[src/pkg/pwmec_pkg.sv]
`default_nettype none
package pwmec_pkg;
  // apb address width: byte address is four times the register index
  localparam int          APB_AW     = 18;
  localparam int          IDX_W      = 16;
  // register indices
  localparam logic [15:0] IDX_CTRL0  = 16'hF936;
  localparam logic [15:0] IDX_CTRL1  = 16'hF937;
  localparam logic [15:0] IDX_CTRL2  = 16'hF938;
  localparam logic [15:0] IDX_CTRL3  = 16'hF939;
  // reset values
  localparam logic [7:0]  RST_CTRL0  = 8'h00;
  localparam logic [7:0]  RST_CTRL1  = 8'h00;
  localparam logic [7:0]  RST_CTRL2  = 8'h00;
  localparam logic [7:0]  RST_CTRL3  = 8'h00;
  // writable bit masks, reserved bits read zero
  localparam logic [7:0]  WMASK0     = 8'h3F;
  localparam logic [7:0]  WMASK2     = 8'hB7;
  localparam logic [7:0]  WMASK3     = 8'h3F;
  // control 0 fields
  localparam int          CLK_SEL_LO = 0;
  localparam int          IRQ_PT_LO  = 2;
  localparam int          INV_BIT    = 4;
  localparam int          HALT_BIT   = 5;
  // control 1 fields
  localparam int          RUN_BIT    = 0;
  localparam int          TRIGEN_BIT = 1;
  localparam int          EMERG_BIT  = 5;
  localparam int          FLAG_BIT   = 6;
  localparam int          ACTIVE_BIT = 7;
  // control 2 fields
  localparam int          MODE_LO    = 0;
  localparam int          CLR_BIT    = 2;
  localparam int          EDGE_LO    = 4;
  localparam int          SHOT_BIT   = 7;
  // control 3 fields
  localparam int          SRC_LO     = 0;
  localparam int          BANK_BIT   = 3;
  localparam int          EMSRC_LO   = 4;
  // clock select codes
  localparam logic [1:0]  CLK_LOW    = 2'h0;
  localparam logic [1:0]  CLK_TB     = 2'h1;
  localparam logic [1:0]  CLK_PLL    = 2'h2;
  // external trigger modes
  localparam logic [1:0]  EXT_NONE   = 2'h0;
  localparam logic [1:0]  EXT_START  = 2'h1;
  localparam logic [1:0]  EXT_STOP   = 2'h2;
  localparam logic [1:0]  EXT_BOTH   = 2'h3;
  // edge modes for start and stop
  localparam logic [1:0]  EDG_RR     = 2'h0;
  localparam logic [1:0]  EDG_RSTOP  = 2'h1;
  localparam logic [1:0]  EDG_RSTART = 2'h2;
  localparam logic [1:0]  EDG_FF     = 2'h3;
  // emergency source codes
  localparam logic [1:0]  EM_OFF     = 2'h0;
  localparam logic [1:0]  EM_COMPARATOR_ZERO    = 2'h1;
  localparam logic [1:0]  EM_COMPARATOR_ONE    = 2'h2;
  localparam logic [1:0]  EM_PB0     = 2'h3;
  // trigger source codes; pb0 is code 0 in bank 1, the others are bank 0 codes
  localparam logic [2:0]  TRG_COMPARATOR_ZERO   = 3'h3;
  localparam logic [2:0]  TRG_COMPARATOR_ONE   = 3'h4;
  localparam logic [2:0]  TRG_PB0    = 3'h0;
  localparam logic [2:0]  TRG_PA2    = 3'h2;
  localparam logic [2:0]  TRG_TM9    = 3'h5;
  localparam logic [2:0]  TRG_TMB    = 3'h6;
endpackage : pwmec_pkg
`default_nettype wire

[src/design/pwmec_top.sv]
// Summary of operation
// - clock select picks low, timebase or pll
// - interrupt point: period, duty, or both
// - polarity bit sets idle output level
// - forced stop holds output at idle
// - run bit starts and stops counter
// - trigger enable gates external and emergency inputs
// - external stop raises channel interrupt
// - emergency flag set by hardware, write-one clears
// - read-only flag shows internal output level
// - read-only status shows counting in progress
// - external mode: none, start, stop, both
// - clear-on-stop zeroes counter at external stop
// - edge mode chooses start/stop edges
// - single shot stops after one period
// - bank bit plus code picks trigger source
// - emergency source: off, comparator_zero, comparator_one, pb0
// - same trigger and emergency input disables channel
// - channel counter is sixteen-bit up counter
//
// Our own choice: the APB interface to the registers.
`default_nettype none
module pwmec_top #(
  parameter int CNT_W = 16  // counter width
) (
  // clock and reset
  input  wire logic                         CLK,
  input  wire logic                         RESETN,
  // apb slave
  input  wire logic                         PSEL,
  input  wire logic                         PENABLE,
  input  wire logic                         PWRITE,
  input  wire logic [pwmec_pkg::APB_AW-1:0] PADDR,
  input  wire logic [31:0]                  PWDATA,
  input  wire logic [3:0]                   PSTRB,
  output var  logic [31:0]                  PRDATA,
  output logic                              PREADY,
  output logic                              PSLVERR,
  // counting clock enables, one-cycle pulses
  input  wire logic                         LOW_SPEED_CLK_EN,
  input  wire logic                         HIGH_TIMEBASE_CLK_EN,
  input  wire logic                         PLL_CLK_A_EN,
  // trigger and emergency sources
  input  wire logic [2:0]                   PORT_A_IN,
  input  wire logic [7:0]                   PORT_B_IN,
  input  wire logic                         COMPARATOR_ZERO,
  input  wire logic                         COMPARATOR_ONE,
  input  wire logic                         TIMER9_IRQ,
  input  wire logic                         TIMER_B_IRQ,
  input  wire logic                         TIMER_F_IRQ,
  // compare results from period and duty logic
  input  wire logic                         PERIOD_MATCH,
  input  wire logic                         DUTY_MATCH,
  // channel outputs
  output var  logic                         PULSE_CHAN_E_OUT,
  output var  logic [CNT_W-1:0]             COUNT_VALUE,
  output var  logic                         COUNT_TICK,
  output var  logic                         CHAN_IRQ
);

  // the counter width is fixed by the compare logic outside
  if (CNT_W != 16) begin : g_chk
    $error("pwmec_top: CNT_W must be 16");
  end

  // reset synchroniser
  logic rst_meta_r;      // first stage, read only by second
  logic rst_sync_n_r;    // released reset for the design

  always_ff @(posedge CLK or negedge RESETN) begin
    if (!RESETN) begin
      rst_meta_r   <= 1'b0;
      rst_sync_n_r <= 1'b0;
    end else begin
      rst_meta_r   <= 1'b1;
      rst_sync_n_r <= rst_meta_r;
    end
  end

  // register state
  logic [7:0]       ctrl0_r, ctrl0_nxt;  // clock, irq point, polarity, halt
  logic             run_r, run_nxt;      // software run bit
  logic             tgen_r, tgen_nxt;    // external trigger enable
  logic             emerg_r, emerg_nxt;  // sticky emergency flag
  logic [7:0]       ctrl2_r, ctrl2_nxt;  // trigger mode, clear, edge, shot
  logic [7:0]       ctrl3_r, ctrl3_nxt;  // trigger and emergency sources
  logic             active_r, active_nxt;// counting in progress
  logic             flag_r, flag_nxt;    // internal output level
  logic [CNT_W-1:0] cnt_r, cnt_nxt;      // channel counter
  logic             irq_r, irq_nxt;      // channel interrupt pulse
  logic             out_r, out_nxt;      // pin level
  logic             tick_r;              // registered count tick
  logic             trg_prev_r;          // last trigger sample
  logic             em_prev_r;           // last emergency sample
  logic [31:0]      rdata_r, rdata_nxt;  // read data

  // field views
  logic [1:0] clk_sel;        // counting clock code
  logic [1:0] irq_pt;         // interrupt point code
  logic       out_invert;     // negative logic
  logic       force_halt;     // forced stop
  logic [1:0] ext_mode;       // external trigger mode
  logic       clear_on_halt;  // clear counter on external stop
  logic [1:0] edge_mode;      // start/stop edge choice
  logic       single_shot_en; // one-shot enable
  logic [2:0] trig_src;       // trigger code
  logic       trig_bank_sel;  // trigger bank
  logic [1:0] emerg_src;      // emergency source code

  assign clk_sel        = ctrl0_r[pwmec_pkg::CLK_SEL_LO +: 2];
  assign irq_pt         = ctrl0_r[pwmec_pkg::IRQ_PT_LO +: 2];
  assign out_invert     = ctrl0_r[pwmec_pkg::INV_BIT];
  assign force_halt     = ctrl0_r[pwmec_pkg::HALT_BIT];
  assign ext_mode       = ctrl2_r[pwmec_pkg::MODE_LO +: 2];
  assign clear_on_halt  = ctrl2_r[pwmec_pkg::CLR_BIT];
  assign edge_mode      = ctrl2_r[pwmec_pkg::EDGE_LO +: 2];
  assign single_shot_en = ctrl2_r[pwmec_pkg::SHOT_BIT];
  assign trig_src       = ctrl3_r[pwmec_pkg::SRC_LO +: 3];
  assign trig_bank_sel  = ctrl3_r[pwmec_pkg::BANK_BIT];
  assign emerg_src      = ctrl3_r[pwmec_pkg::EMSRC_LO +: 2];

  // apb decode, zero wait states
  logic       acc_wr;   // write access phase
  logic       setup_rd; // read setup phase
  logic       hit0, hit1, hit2, hit3;
  logic       mapped;   // address names a register
  logic [7:0] wbyte;    // low byte lane

  assign hit0     = (PADDR[pwmec_pkg::APB_AW-1:2] == pwmec_pkg::IDX_CTRL0) && (PADDR[1:0] == 2'h0);
  assign hit1     = (PADDR[pwmec_pkg::APB_AW-1:2] == pwmec_pkg::IDX_CTRL1) && (PADDR[1:0] == 2'h0);
  assign hit2     = (PADDR[pwmec_pkg::APB_AW-1:2] == pwmec_pkg::IDX_CTRL2) && (PADDR[1:0] == 2'h0);
  assign hit3     = (PADDR[pwmec_pkg::APB_AW-1:2] == pwmec_pkg::IDX_CTRL3) && (PADDR[1:0] == 2'h0);
  assign mapped   = hit0 | hit1 | hit2 | hit3;
  // only byte lane 0 carries register data
  assign acc_wr   = PSEL & PENABLE & PWRITE & mapped & PSTRB[0];
  assign setup_rd = PSEL & ~PENABLE & ~PWRITE;
  assign wbyte    = PWDATA[7:0];
  assign PREADY   = 1'b1;
  // unmapped addresses answer with an error, nothing changes
  assign PSLVERR  = PSEL & PENABLE & ~mapped;

  // counting clock selection; code 11 gives no tick at all
  logic tick;
  always_comb begin
    case (clk_sel)
      pwmec_pkg::CLK_LOW: tick = LOW_SPEED_CLK_EN;
      pwmec_pkg::CLK_TB:  tick = HIGH_TIMEBASE_CLK_EN;
      pwmec_pkg::CLK_PLL: tick = PLL_CLK_A_EN;
      default:            tick = 1'b0;
    endcase
  end

  // trigger source mux
  logic trg_now;
  always_comb begin
    if (trig_bank_sel) begin
      trg_now = PORT_B_IN[trig_src];
    end else if (trig_src <= pwmec_pkg::TRG_PA2) begin
      trg_now = PORT_A_IN[trig_src[1:0]];
    end else begin
      case (trig_src)
        pwmec_pkg::TRG_COMPARATOR_ZERO: trg_now = COMPARATOR_ZERO;
        pwmec_pkg::TRG_COMPARATOR_ONE: trg_now = COMPARATOR_ONE;
        pwmec_pkg::TRG_TM9:  trg_now = TIMER9_IRQ;
        pwmec_pkg::TRG_TMB:  trg_now = TIMER_B_IRQ;
        default:             trg_now = TIMER_F_IRQ;
      endcase
    end
  end

  // emergency source mux, rising edges only
  logic em_now;
  always_comb begin
    case (emerg_src)
      pwmec_pkg::EM_COMPARATOR_ZERO: em_now = COMPARATOR_ZERO;
      pwmec_pkg::EM_COMPARATOR_ONE: em_now = COMPARATOR_ONE;
      pwmec_pkg::EM_PB0:  em_now = PORT_B_IN[0];
      default:            em_now = 1'b0;
    endcase
  end

  // same input for both roles keeps the channel from counting; emergency events still fire
  logic conflict;
  always_comb begin
    conflict = 1'b0;
    case (emerg_src)
      pwmec_pkg::EM_COMPARATOR_ZERO: conflict = ~trig_bank_sel & (trig_src == pwmec_pkg::TRG_COMPARATOR_ZERO);
      pwmec_pkg::EM_COMPARATOR_ONE: conflict = ~trig_bank_sel & (trig_src == pwmec_pkg::TRG_COMPARATOR_ONE);
      pwmec_pkg::EM_PB0:  conflict = trig_bank_sel & (trig_src == pwmec_pkg::TRG_PB0);
      default:            conflict = 1'b0;
    endcase
  end

  // edge detection; timer sources assume rising/rising mode
  logic trg_rise, trg_fall, em_rise;
  assign trg_rise = trg_now & ~trg_prev_r;
  assign trg_fall = ~trg_now & trg_prev_r;
  assign em_rise  = em_now & ~em_prev_r;

  // external start and stop decode, only with trigger enabled
  logic ext_start, ext_stop, em_evt;
  always_comb begin
    ext_start = 1'b0;
    ext_stop  = 1'b0;
    case (ext_mode)
      pwmec_pkg::EXT_START: ext_start = trg_rise;
      pwmec_pkg::EXT_STOP:  ext_stop  = trg_rise;
      pwmec_pkg::EXT_BOTH: begin
        case (edge_mode)
          pwmec_pkg::EDG_RR: begin
            ext_start = trg_rise & ~active_r;
            ext_stop  = trg_rise & active_r;
          end
          pwmec_pkg::EDG_RSTOP: begin
            ext_start = trg_fall;
            ext_stop  = trg_rise;
          end
          pwmec_pkg::EDG_RSTART: begin
            ext_start = trg_rise;
            ext_stop  = trg_fall;
          end
          default: begin
            ext_start = trg_fall & ~active_r;
            ext_stop  = trg_fall & active_r;
          end
        endcase
      end
      default: ;
    endcase
    ext_start = ext_start & tgen_r & ~active_r;
    ext_stop  = ext_stop & tgen_r & active_r;
  end
  assign em_evt = tgen_r & em_rise & (emerg_src != pwmec_pkg::EM_OFF);

  // match events only count while the channel runs on a tick
  logic period_hit, duty_hit;
  assign period_hit = tick & active_r & PERIOD_MATCH;
  assign duty_hit   = tick & active_r & DUTY_MATCH;

  // next-state logic for registers, counter and output
  always_comb begin
    ctrl0_nxt  = ctrl0_r;
    run_nxt    = run_r;
    tgen_nxt   = tgen_r;
    emerg_nxt  = emerg_r;
    ctrl2_nxt  = ctrl2_r;
    ctrl3_nxt  = ctrl3_r;
    cnt_nxt    = cnt_r;
    flag_nxt   = flag_r;
    rdata_nxt  = rdata_r;
    // software writes; edits while running are not blocked
    if (acc_wr && hit0) begin
      ctrl0_nxt = wbyte & pwmec_pkg::WMASK0;
    end
    if (acc_wr && hit1) begin
      run_nxt  = wbyte[pwmec_pkg::RUN_BIT];
      tgen_nxt = wbyte[pwmec_pkg::TRIGEN_BIT];
      if (wbyte[pwmec_pkg::EMERG_BIT]) begin
        emerg_nxt = 1'b0;
      end
    end
    if (acc_wr && hit2) begin
      ctrl2_nxt = wbyte & pwmec_pkg::WMASK2;
    end
    if (acc_wr && hit3) begin
      ctrl3_nxt = wbyte & pwmec_pkg::WMASK3;
    end
    // hardware events outrank a write in the same cycle
    if (ext_start) begin
      run_nxt = 1'b1;
    end
    if (period_hit && single_shot_en) begin
      run_nxt = 1'b0;
    end
    if (ext_stop) begin
      run_nxt = 1'b0;
    end
    if (em_evt) begin
      run_nxt   = 1'b0;
      emerg_nxt = 1'b1;
    end
    // counter: up count, wraps at period match
    if (tick && active_r) begin
      if (period_hit) begin
        cnt_nxt = '0;
      end else begin
        cnt_nxt = CNT_W'(cnt_r + 1'b1);
      end
    end
    if (ext_stop && clear_on_halt) begin
      cnt_nxt = '0;
    end
    // output flag: high at period start, low at duty match
    if (duty_hit) begin
      flag_nxt = 1'b0;
    end
    if (period_hit) begin
      flag_nxt = 1'b1;
    end
    // read data captured in setup, shown in access
    if (setup_rd) begin
      rdata_nxt = 32'h0000_0000;
      if (hit0) begin
        rdata_nxt[7:0] = ctrl0_r;
      end
      if (hit1) begin
        rdata_nxt[pwmec_pkg::RUN_BIT]    = run_r;
        rdata_nxt[pwmec_pkg::TRIGEN_BIT] = tgen_r;
        rdata_nxt[pwmec_pkg::EMERG_BIT]  = emerg_r;
        rdata_nxt[pwmec_pkg::FLAG_BIT]   = flag_r;
        rdata_nxt[pwmec_pkg::ACTIVE_BIT] = active_r;
      end
      if (hit2) begin
        rdata_nxt[7:0] = ctrl2_r;
      end
      if (hit3) begin
        rdata_nxt[7:0] = ctrl3_r;
      end
    end
  end

  // status, pin level and interrupt
  always_comb begin
    active_nxt = run_nxt & ~conflict;
    // halted pin sits at the polarity level, otherwise at flag xor polarity
    if (force_halt) begin
      out_nxt = out_invert;
    end else begin
      out_nxt = flag_nxt ^ out_invert;
    end
    irq_nxt = (period_hit & (irq_pt[1] | ~irq_pt[0]))
            | (duty_hit & (irq_pt[1] | irq_pt[0]))
            | ext_stop
            | em_evt;
  end

  // state registers
  always_ff @(posedge CLK or negedge rst_sync_n_r) begin
    if (!rst_sync_n_r) begin
      ctrl0_r    <= pwmec_pkg::RST_CTRL0;
      run_r      <= pwmec_pkg::RST_CTRL1[pwmec_pkg::RUN_BIT];
      tgen_r     <= pwmec_pkg::RST_CTRL1[pwmec_pkg::TRIGEN_BIT];
      emerg_r    <= pwmec_pkg::RST_CTRL1[pwmec_pkg::EMERG_BIT];
      ctrl2_r    <= pwmec_pkg::RST_CTRL2;
      ctrl3_r    <= pwmec_pkg::RST_CTRL3;
      active_r   <= pwmec_pkg::RST_CTRL1[pwmec_pkg::ACTIVE_BIT];
      flag_r     <= pwmec_pkg::RST_CTRL1[pwmec_pkg::FLAG_BIT];
      cnt_r      <= '0;
      irq_r      <= 1'b0;
      out_r      <= 1'b0;
      tick_r     <= 1'b0;
      trg_prev_r <= 1'b0;
      em_prev_r  <= 1'b0;
      rdata_r    <= 32'h0000_0000;
    end else begin
      ctrl0_r    <= ctrl0_nxt;
      run_r      <= run_nxt;
      tgen_r     <= tgen_nxt;
      emerg_r    <= emerg_nxt;
      ctrl2_r    <= ctrl2_nxt;
      ctrl3_r    <= ctrl3_nxt;
      active_r   <= active_nxt;
      flag_r     <= flag_nxt;
      cnt_r      <= cnt_nxt;
      irq_r      <= irq_nxt;
      out_r      <= out_nxt;
      tick_r     <= tick & active_r;
      trg_prev_r <= trg_now;
      em_prev_r  <= em_now;
      rdata_r    <= rdata_nxt;
    end
  end

  // outputs from flip-flops
  assign PRDATA           = rdata_r;
  assign PULSE_CHAN_E_OUT = out_r;
  assign COUNT_VALUE      = cnt_r;
  assign COUNT_TICK       = tick_r;
  assign CHAN_IRQ         = irq_r;

endmodule // pwmec_top
`default_nettype wire

[config.mk]
export PLATFORM = sky130hd
export DESIGN_NAME = pwmec_top
export DESIGN_NICKNAME = d
export VERILOG_FILES = /design/src/pkg/pwmec_pkg.sv /design/src/design/pwmec_top.sv
export SDC_FILE = /design/constraint.sdc
export NUM_CORES = 1
export LEC_CHECK = 0
export BUFFER_PORTS_ARGS = -buffer_cell sky130_fd_sc_hd__buf_2
export CAP_MARGIN = 5
export CORE_UTILIZATION = 30
export CTS_CLUSTER_SIZE = 40
export DETAILED_ROUTE_END_ITERATION = 10
export SLEW_MARGIN = 20
export SYNTH_ARGS = -nofsm -noshare
export SYNTH_HDL_FRONTEND = slang
export SYNTH_SLANG_ARGS = --single-unit
export TNS_END_PERCENT = 5
[constraint.sdc]
create_clock -name CLK -period 1.8 [get_ports CLK]
set_clock_uncertainty 0.05 [all_clocks]
set_input_delay 0.09 -clock CLK [delete_from_list [all_inputs] [get_ports CLK]]
set_output_delay 0.09 -clock CLK [all_outputs]
set_load 0.01 [all_outputs]
==> metrics.md <==
| Metric | Value |
|---|---|
| Outcome | `finished, violations left` |
| Failing checks | `setup timing` |
| Routability cong. | `0.8138` |
| Initial DRC count | `104` |
| Clk buf depth | `2` |
| Root Buffer | `clkbuf_8` |
| Post-synthesis xor/xnor area fraction | `0.002701` |
| Worst slew margin | `0.6400` |
| Switching power | `0.5659 mW` |
| Final Instance Area | `4178 µm²` |
| Slew @ Worst Pin | `~540 ps` |
| Metal-1 WL | `3.585 mm` |
| Reg2reg path depth | `6` |
| GRT Total Usage | `0.1483` |
| Layout cell share with drive strength beyond 1 | `0.4054` |
| Cell Area, Synth | `between 3000 and 4000 µm²` |
| Combinational share of power | `0.104` |
| Worst Setup SP | `ctrl3_r[0]` |
| Hold Fails Final Rpt | `0` |
| # diodes | `0` |
| Final Max Slew Viols | `0` |
| Crit path buffers/inverters | `0` |
| FFs w/ async S/R, synth | `1.000` |
| Cell Count, Final, Fillers Out | `580` |
| CP max FO | `5` |
| Main combinational cell family by area after synthesis | `simple AND/OR/NAND/NOR gates` |
| Final WS setup | `-678.5 ps` |
| Fin nets | `531` |
| Crit path kind | `register to register` |
| DRC viols | `0` |
| Adder-cell area share of the yosys netlist | `0.03086` |
| DR vias/cell | `4.824` |
| Critical path required time | `1970 ps` |
| Simple-gate area share of the yosys netlist | `0.1933` |
| Crit Reg-Reg Endpoint | `active_r` |
| R2R Setup Slk | `-680 ps` |
| Filler cells | `1040` |
| RSZ-0062 raised after global routing | `true` |
| Sequential-to-total area share from yosys stat | `0.4167` |
| Cell count after synthesis | `320` |
| Core Util, Final | `0.4011` |
| DRT antenna net count | `0` |
| Vias in the first global route | `roughly 2800` |
| Largest net degree at the start of global routing | `53` |
| Placed Instances | `567` |
| Highest routed metal layer | `met4` |
| Sw Ratio | `0.2428` |
| Row count | `37` |
| Minimum clock period after layout | `2478 ps` |
| Final Setup Violations | `19` |
| Maxcap violations | `0` |
| Clock network fraction of total power | `0.358` |
| Synth Area in Compound Gates | `0.1362` |
| Vias | `2798` |
| Reg2Reg Launch Point | `ctrl3_r[0]` |
| Clk slew on worst S/H paths | `about 100 ps` |
| Fmax | `a little over 0.4 GHz` |
| CP max stage delay | `about 550 ps` |
| Sequential cell area | `1354 µm²` |
| Final period util | `1.377` |
| DP HPWL | `about 6.2 mm` |
| First-pass GRT wire length | `13.37 mm` |
| CP delay by family, top | `multiplexers` |
| CP arrival | `2640 ps` |
| Die width | `106.0 µm` |
| Met3 wire len | `approximately 360 µm` |
| CTS tree | `yes` |
| Power Density | `~560 nW/µm²` |
| Core Box Area | `between 10000 and 15000 µm²` |
| Multi-input gate area | `between 1500 and 2000 µm²` |
| Die area | `around 11000 µm²` |
| Hold WC Path Type | `input pin to register` |
| Congestion Overflow GR | `0` |
| DRT Wirelength | `7.853 mm` |
| Hold path start | `PWDATA[2]` |
| Worst-skew pair later-pin latency | `310 ps` |
| Worst Hold End | `ctrl0_r[2]` |
| VDD IR max | `0.0003111 V` |
| Placed cell area | `4005 µm²` |
| Sequential Power Share | `0.538` |
| Pleak | `just over 2 nW` |
| Internal power | `1.764 mW` |
| Area growth syn-to-layout | `28.82%` |
| Critical path, cell by cell | `mux4_2 > mux4_2 > mux2_4 > a211o_1 > and3_4 > nor2b_4` |
| Max H-tree Level | `2` |
| Main synth FF type | `dfrtp_1` |
| Number of synthesized flops with an enable pin | `0` |
| Die H | `between 100 and 150 µm` |
| Netlist cell types | `55` |
| Syn_area_per_cell | `10.13 µm²` |
| Synth warn | `0` |
| Startpoint Class | `register` |
| Antenna violations before repair | `0` |
| Number of port buffers | `79` |
| Wirelength per Cell | `~14 µm` |
| CP Capture Type | `register` |
| CP most frequent cell | `mux4_2` |
| CTS sink cnt | `54` |
| Tot Pwr | `2.330 mW` |
| Routed length on met2 | `~3.8 mm` |
| FF+latch count, synth | `54` |
| Starting Density | `0.3114` |
| Slowest cell on crit path | `mux4_2` |
| CTS Buf Count | `5` |
| Mux cell area share after synthesis | `0.1223` |
| Hold depth | `2` |
| Detailed Routing Iterations Pass 1 | `5` |
| Min Hold Slack | `around 16 ps` |
| IO Pins | `133` |
-- cells by family after synthesis --
logic type | count (synthesis)
compound gates | 67
other cells | 2
buf+inv | 49
flops | 54
mux | 30
fa+ha+maj | 8
xor+xnor | 1
simple gates | 109
-- cells in the mapped netlist (all sizes together) (4+ instances only) --
cell / instances / area, µm²
dfrtp: 54 / 1351
buf: 29 / 235.2
nand2: 25 / 93.84
mux2: 24 / 274.0
a21oi: 22 / 140.1
nor2: 19 / 86.33
o21ai: 18 / 90.09
inv: 11 / 41.29
nand3: 11 / 55.05
clkbuf: 9 / 33.78
ha: 8 / 100.1
nand3b: 8 / 60.06
and2: 6 / 40.04
and3: 6 / 42.54
a22oi: 5 / 37.54
mux4: 5 / 112.6
a21o: 4 / 30.03
a221oi: 4 / 35.03
a31oi: 4 / 25.02
nand4: 4 / 25.02
nor3: 4 / 20.02
nor4: 4 / 25.02
-- worst max path at each step --
stage / to / cells after the start
global placement: active_r / 6
CTS: active_r / 6
finish: active_r / 6
detailed placement: active_r / 6
global route: active_r / 6
floorplan: active_r / 7
-- stage by stage --
stage / TNS (ps) / setup slack, ps
6_report: -10180 / -678.5
3_5_place_dp: -12290 / -761.4
3_3_place_gp: -11110 / -702.6
2_1_floorplan: -10040 / -623.1
4_1_cts: -10530 / -694.8
5_1_grt: -11860 / -767.3
-- layout by cell type, fill, tap and decap left out, types with 8 or more instances in the layout --
master	netlist	layout
buf_2	1	79
dfrtp_1	54	52
buf_4	25	44
conb_1	2	26
nand2_1	25	25
mux2_2	22	22
nor2_1	17	17
o21ai_0	18	17
a21oi_1	14	12
inv_1	11	11
nand3_1	11	11
a21oi_2	8	10
nand3b_1	8	8
ha_1	8	8
-- sequential cells by signal, summed over array words and instances (netlist names), 6 cells and up --
name and cells:
ctrl2_r 6, ctrl3_r 6, COUNT_VALUE 16, ctrl0_r 6
PRDATA 8
-- area by class of cell --
type                            count  area share
Timing Repair Buffer              130      0.1953
Clock inverter                      3     0.01078
Multi-Input combinational cell    241      0.4028
Inverter                           11    0.009883
Sequential cell                    54      0.3240
Clock buffer                        5     0.01647
Tap cell                          136     0.04073
-- layer usage --
metal / global-route usage / vias to the layer above
met2: 0.2526 / 89
met4: 0.03472 / 0
met3: 0.02452 / 10
met1: 0.1965 / 1346
li1: - / 1353
met5: 0 / -
-- what timing repair did --
item / in CTS / in global routing
hold buffers: 5 / 0
setup buffers: 0 / 0
resized for setup: 2 / 1
endpoints found under the hold margin: 9 / 0
pin swaps: 2 / 1
setup endpoints to repair: 19 / 20
-- power groups by stage --
stage                     Combinational (mW)  Clock, mW  Sequential [mW]
after floorplan                        0.127          0             1.31
after global placement                 0.236          0             1.28
after detailed placement               0.238          0             1.28
after CTS                              0.247      0.868             1.26
after global routing                   0.272      0.915             1.26
final                                  0.242      0.834             1.25
No activity file was read; power rests on OpenSTA's default activity.
